[src/verilog/crs_pkg.sv]
// Purpose: Shared constants and types for the CAN receive buffer and sleep control
// Assumes: Byte-wide register port with printed byte addresses
// Notes: Dominant bus level is coded as 0 everywhere
package crs_pkg;

   // Register map
   localparam logic [7:0] ADDR_CMD           = 8'h21;
   localparam logic [7:0] ADDR_STAT          = 8'h22;
   localparam logic [7:0] ADDR_RX_ID_HIGH    = 8'h34;
   localparam logic [7:0] ADDR_RX_FTL        = 8'h35;
   localparam logic [7:0] ADDR_RX_DATA_FIRST = 8'h36;
   localparam logic [7:0] ADDR_RX_DATA_LAST  = 8'h3d;

   // Command register fields
   localparam int CMD_SLEEP_BIT   = 0;
   localparam int CMD_L0P_BIT     = 1;
   localparam int CMD_L1P_BIT     = 2;
   localparam int CMD_REF_SEL_BIT = 3;

   // Status register fields
   localparam int STAT_ASLEEP_BIT  = 0;
   localparam int STAT_BUF_SEL_BIT = 1;

   // Frame-type and length register fields
   localparam int FTL_ID_LSB  = 5;
   localparam int FTL_RTR_BIT = 4;

   // Bus levels and sizes
   localparam logic       DOMINANT       = 1'b0;
   localparam logic       RECESSIVE      = 1'b1;
   localparam logic [3:0] DLC_MAX        = 4'h8;
   localparam int         DATA_BYTES     = 8;
   localparam logic [7:0] RD_IDLE        = 8'h00;

   // Cycles between processor stop and oscillator halt
   localparam logic [7:0] OSC_STOP_DELAY_CYC = 8'h10;

   typedef struct packed {
      logic [10:0]     id;
      logic            rtr;
      logic [3:0]      dlc;
      logic [7:0][7:0] data;
   } crs_frame_t;

   typedef struct packed {
      logic ref_sel;
      logic l1_passive;
      logic l0_passive;
   } crs_cmd_t;

   localparam crs_cmd_t CMD_RESET = 3'h0;

   typedef enum logic [3:0] {
      ST_AWAKE    = 4'b0001,
      ST_ASLEEP   = 4'b0010,
      ST_OSC_WAIT = 4'b0100,
      ST_OSC_OFF  = 4'b1000
   } crs_sleep_state_t;

endpackage

[src/verilog/crs_rx_set.sv]
// Purpose: One complete receive buffer set
// Assumes: Written in one cycle by the swap logic
// Notes: Contents are not reset; only bytes within the length count are stored
`timescale 1ns/100ps
module crs_rx_set
   import crs_pkg::*;
(
   input  wire logic       clk,
   input  wire logic       ce,
   input  wire logic       we,
   input  wire crs_frame_t frame_in,
   output crs_frame_t      frame_q
);

   logic [3:0] count;

   // Remote frames carry no data; longer codes saturate at eight bytes
   always_comb begin
      if (frame_in.rtr) begin
         count = 4'h0;
      end else if (frame_in.dlc > DLC_MAX) begin
         count = DLC_MAX;
      end else begin
         count = frame_in.dlc;
      end
   end

   always_ff @(posedge clk) begin
      if (ce && we) begin
         frame_q.id  <= frame_in.id;
         frame_q.rtr <= frame_in.rtr;
         frame_q.dlc <= frame_in.dlc;
         for (int i = 0; i < DATA_BYTES; i++) begin
            if (4'(i) < count) begin
               frame_q.data[i] <= frame_in.data[i];
            end
         end
      end
   end

endmodule

[src/verilog/crs_ctrl.sv]
// Purpose: CAN receive buffer window, one-wire fallback and sleep control
// Assumes: All inputs synchronous to clk; bus inputs code dominant as 0
// Notes: The block itself keeps running in sleep so it can see wake-up activity
// Function
// - Frame-type/length register: id bits 2..0 at 7..5, remote flag 4, length 3..0.
// - Eight byte registers hold received data, one byte each, undefined after reset.
// - Two receive sets behind one window, swapped by hardware on each frame.
// - Any dominant driver wins the resolved bus value.
// - Dominant is logic 0, recessive is logic 1.
// - Passive bits move each comparator input from its wire to half supply.
// - Sleep request enters sleep only when idle, else stays awake with wake interrupt.
// - Bus activity or a pending interrupt counts as active.
// - Clearing sleep request wakes the block without a wake interrupt.
// - Sleep request bit is write-only and always reads as zero.
// - Asleep flag is set while asleep and cleared on waking.
// - Both transmit outputs go high-impedance on entering sleep.
// - In sleep the active comparator is off and the sleep comparator watches.
// - Sleep stops block clocks only; processor stop stops processor clocks only.
// - Oscillator stops only when asleep and processor stopped.
// - Waking during the stop delay cancels the oscillator halt.
// - Dominant level while asleep wakes the block with a wake interrupt.
// - Reference select picks active inputs or half-supply compare for sleep detection.
// - Identifier high register holds id bits 10..3 of the 11-bit identifier.
// - Length code gives 0 to 8 data bytes; remote frames carry none.
// - Identifier high register sits just before the frame-type/length register.
//
// The address-and-strobe port was left to the implementer.
`timescale 1ns/100ps
module crs_ctrl
   import crs_pkg::*;
(
   input  wire logic       clk,
   input  wire logic       resetn,
   input  wire logic       ce,
   input  wire logic [7:0] addr,
   input  wire logic [7:0] wr_data,
   input  wire logic       wr_en,
   input  wire logic       rd_en,
   output logic      [7:0] rd_data,
   input  wire logic       rx_frame_valid,
   input  wire crs_frame_t rx_frame,
   input  wire logic       line0_in,
   input  wire logic       line1_in,
   input  wire logic       sleep_cmp0_in,
   input  wire logic       sleep_cmp1_in,
   input  wire logic       irq_pending,
   input  wire logic       tx_bit0,
   input  wire logic       tx_bit1,
   input  wire logic       tx_drive0,
   input  wire logic       tx_drive1,
   input  wire logic       cpu_stop,
   output logic            rx_bit,
   output logic            line0_to_ref,
   output logic            line1_to_ref,
   output logic            sleep_ref_select,
   output logic            active_cmp_en,
   output logic            sleep_cmp_en,
   output logic            can_asleep_flag,
   output logic            wake_irq,
   output logic            can_clk_en,
   output logic            cpu_clk_en,
   output logic            osc_stop,
   output logic            tx_line0_out,
   output logic            tx_line0_oe,
   output logic            tx_line1_out,
   output logic            tx_line1_oe
);

   crs_cmd_t         cmd;
   crs_sleep_state_t state;
   crs_sleep_state_t next_state;
   logic             next_wake;
   logic             buf_sel;
   logic [7:0]       osc_cnt;
   crs_frame_t       set0_q;
   crs_frame_t       set1_q;
   crs_frame_t       vis;
   logic             resolved;
   logic             sleep_dom;
   logic             cmd_wr;
   logic             sleep_wr;
   logic             wake_wr;
   logic             active;
   logic             awake_next;
   logic [2:0]       byte_idx;
   logic             in_data;

   // Command register: sleep request itself is not stored, only acted on
   assign cmd_wr   = wr_en && (addr == ADDR_CMD);
   assign sleep_wr = cmd_wr && wr_data[CMD_SLEEP_BIT];
   assign wake_wr  = cmd_wr && !wr_data[CMD_SLEEP_BIT];

   always_ff @(posedge clk or negedge resetn) begin
      if (!resetn) begin
         cmd <= CMD_RESET;
      end else if (ce && cmd_wr) begin
         cmd.l0_passive <= wr_data[CMD_L0P_BIT];
         cmd.l1_passive <= wr_data[CMD_L1P_BIT];
         cmd.ref_sel    <= wr_data[CMD_REF_SEL_BIT];
      end
   end

   // A line moved to the reference no longer votes in the resolution
   always_comb begin
      if (cmd.l0_passive && cmd.l1_passive) begin
         resolved = RECESSIVE;
      end else if (cmd.l0_passive) begin
         resolved = line1_in;
      end else if (cmd.l1_passive) begin
         resolved = line0_in;
      end else begin
         resolved = line0_in & line1_in;
      end
   end

   // Half-supply compare keeps wake-up alive when one wire is shorted
   always_comb begin
      if (cmd.ref_sel) begin
         sleep_dom = (sleep_cmp0_in == DOMINANT) || (sleep_cmp1_in == DOMINANT);
      end else begin
         sleep_dom = (resolved == DOMINANT);
      end
   end

   assign active = (resolved == DOMINANT) || irq_pending;

   // Sleep sequencing
   always_comb begin
      next_state = state;
      next_wake  = 1'b0;
      case (state)
         ST_AWAKE: begin
            if (sleep_wr) begin
               if (active) begin
                  next_wake = 1'b1;
               end else begin
                  next_state = ST_ASLEEP;
               end
            end
         end
         ST_ASLEEP, ST_OSC_WAIT, ST_OSC_OFF: begin
            if (wake_wr) begin
               next_state = ST_AWAKE;
            end else if (sleep_dom) begin
               next_state = ST_AWAKE;
               next_wake  = 1'b1;
            end else if (!cpu_stop) begin
               next_state = ST_ASLEEP;
            end else if (state == ST_ASLEEP) begin
               next_state = ST_OSC_WAIT;
            end else if (osc_cnt == OSC_STOP_DELAY_CYC) begin
               next_state = ST_OSC_OFF;
            end
         end
         default: begin
            next_state = ST_AWAKE;
         end
      endcase
   end

   assign awake_next = (next_state == ST_AWAKE);

   always_ff @(posedge clk or negedge resetn) begin
      if (!resetn) begin
         state <= ST_AWAKE;
      end else if (ce) begin
         state <= next_state;
      end
   end

   // Delay between processor stop and oscillator halt
   always_ff @(posedge clk or negedge resetn) begin
      if (!resetn) begin
         osc_cnt <= 8'h00;
      end else if (ce) begin
         if (next_state == ST_OSC_WAIT) begin
            osc_cnt <= osc_cnt + 8'h01;
         end else begin
            osc_cnt <= 8'h00;
         end
      end
   end

   // All sleep-dependent outputs switch in the same cycle as the state
   always_ff @(posedge clk or negedge resetn) begin
      if (!resetn) begin
         can_asleep_flag <= 1'b0;
         wake_irq        <= 1'b0;
         can_clk_en      <= 1'b1;
         active_cmp_en   <= 1'b1;
         sleep_cmp_en    <= 1'b0;
         osc_stop        <= 1'b0;
      end else if (ce) begin
         can_asleep_flag <= !awake_next;
         wake_irq        <= next_wake;
         can_clk_en      <= awake_next;
         active_cmp_en   <= awake_next;
         sleep_cmp_en    <= !awake_next;
         osc_stop        <= (next_state == ST_OSC_OFF);
      end
   end

   // Processor stop never touches the block clocks
   always_ff @(posedge clk or negedge resetn) begin
      if (!resetn) begin
         cpu_clk_en <= 1'b1;
      end else if (ce) begin
         cpu_clk_en <= !cpu_stop;
      end
   end

   // Comparator routing and resolved receive bit
   always_ff @(posedge clk or negedge resetn) begin
      if (!resetn) begin
         line0_to_ref     <= 1'b0;
         line1_to_ref     <= 1'b0;
         sleep_ref_select <= 1'b0;
         rx_bit           <= RECESSIVE;
      end else if (ce) begin
         line0_to_ref     <= cmd.l0_passive;
         line1_to_ref     <= cmd.l1_passive;
         sleep_ref_select <= cmd.ref_sel;
         rx_bit           <= resolved;
      end
   end

   // Drivers float in sleep regardless of what the transmitter asks
   always_ff @(posedge clk or negedge resetn) begin
      if (!resetn) begin
         tx_line0_out <= RECESSIVE;
         tx_line1_out <= RECESSIVE;
         tx_line0_oe  <= 1'b0;
         tx_line1_oe  <= 1'b0;
      end else if (ce) begin
         tx_line0_out <= tx_bit0;
         tx_line1_out <= tx_bit1;
         tx_line0_oe  <= tx_drive0 && awake_next;
         tx_line1_oe  <= tx_drive1 && awake_next;
      end
   end

   // Double buffer: new frame goes to the hidden set, then the window flips
   always_ff @(posedge clk or negedge resetn) begin
      if (!resetn) begin
         buf_sel <= 1'b0;
      end else if (ce && rx_frame_valid) begin
         buf_sel <= !buf_sel;
      end
   end

   crs_rx_set u_set0 (
      .clk      (clk),
      .ce       (ce),
      .we       (rx_frame_valid && buf_sel),
      .frame_in (rx_frame),
      .frame_q  (set0_q)
   );

   crs_rx_set u_set1 (
      .clk      (clk),
      .ce       (ce),
      .we       (rx_frame_valid && !buf_sel),
      .frame_in (rx_frame),
      .frame_q  (set1_q)
   );

   assign vis = buf_sel ? set1_q : set0_q;

   // Read port; receive registers have no write path at all
   assign in_data  = (addr >= ADDR_RX_DATA_FIRST) && (addr <= ADDR_RX_DATA_LAST);
   assign byte_idx = 3'(addr - ADDR_RX_DATA_FIRST);

   always_ff @(posedge clk or negedge resetn) begin
      if (!resetn) begin
         rd_data <= RD_IDLE;
      end else if (ce) begin
         rd_data <= RD_IDLE;
         if (rd_en) begin
            if (addr == ADDR_CMD) begin
               rd_data[CMD_L0P_BIT]     <= cmd.l0_passive;
               rd_data[CMD_L1P_BIT]     <= cmd.l1_passive;
               rd_data[CMD_REF_SEL_BIT] <= cmd.ref_sel;
            end else if (addr == ADDR_STAT) begin
               rd_data[STAT_ASLEEP_BIT]  <= can_asleep_flag;
               rd_data[STAT_BUF_SEL_BIT] <= buf_sel;
            end else if (addr == ADDR_RX_ID_HIGH) begin
               rd_data <= vis.id[10:3];
            end else if (addr == ADDR_RX_FTL) begin
               rd_data <= {vis.id[2:0], vis.rtr, vis.dlc};
            end else if (in_data) begin
               rd_data <= vis.data[byte_idx];
            end
         end
      end
   end
endmodule

[config.mk]
export PLATFORM = sky130hd
export DESIGN_NAME = crs_ctrl
export DESIGN_NICKNAME = d
export VERILOG_FILES = /design/src/verilog/crs_pkg.sv /design/src/verilog/crs_rx_set.sv /design/src/verilog/crs_ctrl.sv
export SDC_FILE = /design/constraint.sdc
export NUM_CORES = 1
export LEC_CHECK = 0
export ABC_AREA = 1
export BUFFER_PORTS_ARGS = -buffer_cell sky130_fd_sc_hd__buf_2
export CAP_MARGIN = 20
export CORE_MARGIN = 1.5
export CORE_UTILIZATION = 50
export CTS_BUF_LIST = sky130_fd_sc_hd__clkbuf_8
export DETAILED_ROUTE_END_ITERATION = 10
export PLACE_DENSITY = 0.72
export SLEW_MARGIN = 30
export SYNTH_ARGS = -nofsm -noshare
export SYNTH_HDL_FRONTEND = slang
export SYNTH_SLANG_ARGS = --single-unit
[constraint.sdc]
create_clock -name clk -period 6.45 [get_ports clk]
set_input_delay 1.29 -clock clk [delete_from_list [all_inputs] [get_ports clk]]
set_output_delay 1.29 -clock clk [all_outputs]
set_load 0.01 [all_outputs]
==> reports/metrics.csv <==
metric,value,unit
grt_use_total,21.70,%
p_int,1805,uW
hold_buffers,0,
worst-endpoint-required,6590,ps
rsz0062_at_grt,no,
cts_resized,0,
end_kind,flop,
synth_area_leaders,"edfxtp_1, nand2_1, dfrtp_1",
num_io_pins,135,
die_x,133.6,um
regArea,0.005739,mm^2
startpoint_type,input port,
multiInputGateArea,0.002399,mm^2
clock-root-buffer,clkbuf_8,
power.density,259.9,mW/mm^2
routedWlPerCell,16.55,um
final_common_cell,nand2_1,
finalNetCount,1017,
yosysUniqueCellTypes,42,
finalMaxSlewViolations,0,
path_clk_slew,110,ps
max_freq,245.4,MHz
synthArstFlopShare,18.78,%
ys.flop_type,edfxtp_1,
synth_edf_count,160,
synth_seq_cells,197,
worstMarginPinSlew,926.8,ps
overflow,0,
p_switching,698.7,uW
yosysSeqAreaShare,67.33,%
hold_violations,0,
h-tree-depth,4,
clk_latency,480,ps
hold_path.class,flop to flop,
clock-sinks,197,
postCtsSetupRepairBufs,0,
yosysTopAreaCell,edfxtp_1,
syn2layout_area_growth,13.04,%
cp.arrival,4210,ps
rows,47,
leakagePower,0.004002,uW
ant_nets,0,
setup_ws,2374,ps
pwr-share-seq,57.5,%
fp.dieH,133.6,um
antenna_found_initial,4,
die-area,0.01784,mm^2
synth_top_area_share,56.38,%
dpl.hpwl,13160,um
dp_slack,1851,ps
first_global_vias,5678,
fin_skew,19.71,ps
synth_nets,896,
grt_pass1_wl,29150,um
layout_common_cells,"nand2_1, edfxtp_1, buf_2, nand3_1",
grt_max_degree,83,
slew_headroom,37.98,%
comb_power_share,13.0,%
numCtsBuffers,17,
vdd.ir_drop.worst,0.0001452,V
status,finished clean,
pwr-share-clk,29.5,%
n_fill_cell,1419,
critPathKind,input port to flop,
drt-pass1-iter-count,6,
setup_viol,0,
initial_core_util,51.21,%
core,0.01664,mm^2
place.gp.congestion,0.8017,
synth_area_per_cell,10.90,um^2
cap_violations,0,
clock_path_buffers,2,
cts_tree,yes,
drc,0,
fin_crit,4076,ps
drive_gt1_share,22.82,%
syn_area,0.008522,mm^2
swShare,27.91,%
route.final.wire_length,18870,um
io_buffers,130,
synthCells,782,
dr_total_vias,5923,
routed_via_density,5.196,
fin_crit_sh,63.19,%
cp_max_fo,28,
regToRegSetupSlack,3260,ps
fin_tns_setup,0,ps
drt_iter0_drc,449,
synth-warning-count,0,
[metrics by stage]
step	hold slack, ps	util (%)	cell area [um^2]	total power [uW]	instances
global route	484.2	57.88	9633	2605	1140
detailed placement	453.0	55.59	9251	1792	1104
floorplan	469.2	-	8522	1688	782
CTS	469.3	57.82	9623	2512	1136
global placement	448.8	55.59	9251	1784	1104
finish	467.5	57.88	9633	2504	1140
[critical path, stage by stage]
cell and delay, ps:
buf_2 470, nand2_1 220, nor2_2 710, inv_1 300, nor2_1 760, nand2_1 130
inv_1 310
[routing by layer]
layer	up-vias	global-route usage, %	routed length (um)
met5	-	0	0
met4	0	8.877	335
met3	28	4.224	1132
met2	198	35.06	9351
met1	2781	29.04	8048
li1	2916	-	-
[registers in the layout, indices dropped and copies added (netlist names), 3 cells and up]
signal / cells
u_set1.frame_q: 80
state: 4
cmd: 3
u_set0.frame_q: 80
osc_cnt: 8
rd_data: 8
[cells in the mapped netlist (all sizes together) (2+ instances only)]
cell type	instances
a21oi	34
a31oi	6
buf	28
clkbuf	5
dfrtp	31
dfstp	6
edfxtp	160
ha	2
inv	40
mux2i	2
nand2	280
nand3	76
nand4	9
nor2	43
nor3	10
o211ai	2
o21a	2
o21ai	28
o22ai	3
or2	3
xnor2	2
xor2	4
[cell type report]
cell class	count	share of cell area (%)
inverters	40	1.559
flip-flops and latches	197	59.58
diodes	4	0.1039
multi-input cells	512	24.90
well taps	220	2.858
clock inverters	15	1.429
clock buffers	17	2.429
repair buffers	135	7.144
[path summary, 6_finish.rpt]
| kind | endpoint | startpoint | depth (start not counted) |
|---|---|---|---|
| max | u_set1.frame_q[33] | ce | 7 |
| min | tx_line1_out | tx_line1_out | 2 |
| max reg2reg | u_set0.frame_q[39] | buf_sel | 8 |
| min reg2reg | tx_line1_out | tx_line1_out | 2 |
| max in group asynchronous | buf_sel | resetn | 1 |
| min in group asynchronous | state[1] | resetn | 1 |
[power by group through the flow]
stage	combinational (uW)	sequential [uW]	clock (uW)
3_5_place_dp	324	1470	0
6_report	324	1440	739
5_1_grt	363	1440	798
2_1_floorplan	219	1470	0
4_1_cts	325	1440	747
3_3_place_gp	317	1470	0
[cells by family after synthesis]
kind of cell | share of synthesized area, %
buffers and inverters | 4.522
AO/OA/AOI/OAI | 5.110
XOR/XNOR | 0.8370
multiplexers | 0.3671
adder cells (fa/ha/maj) | 0.2936
AND/OR/NAND/NOR | 21.54
flip-flops | 67.33
(Power assumes the default switching activity.)
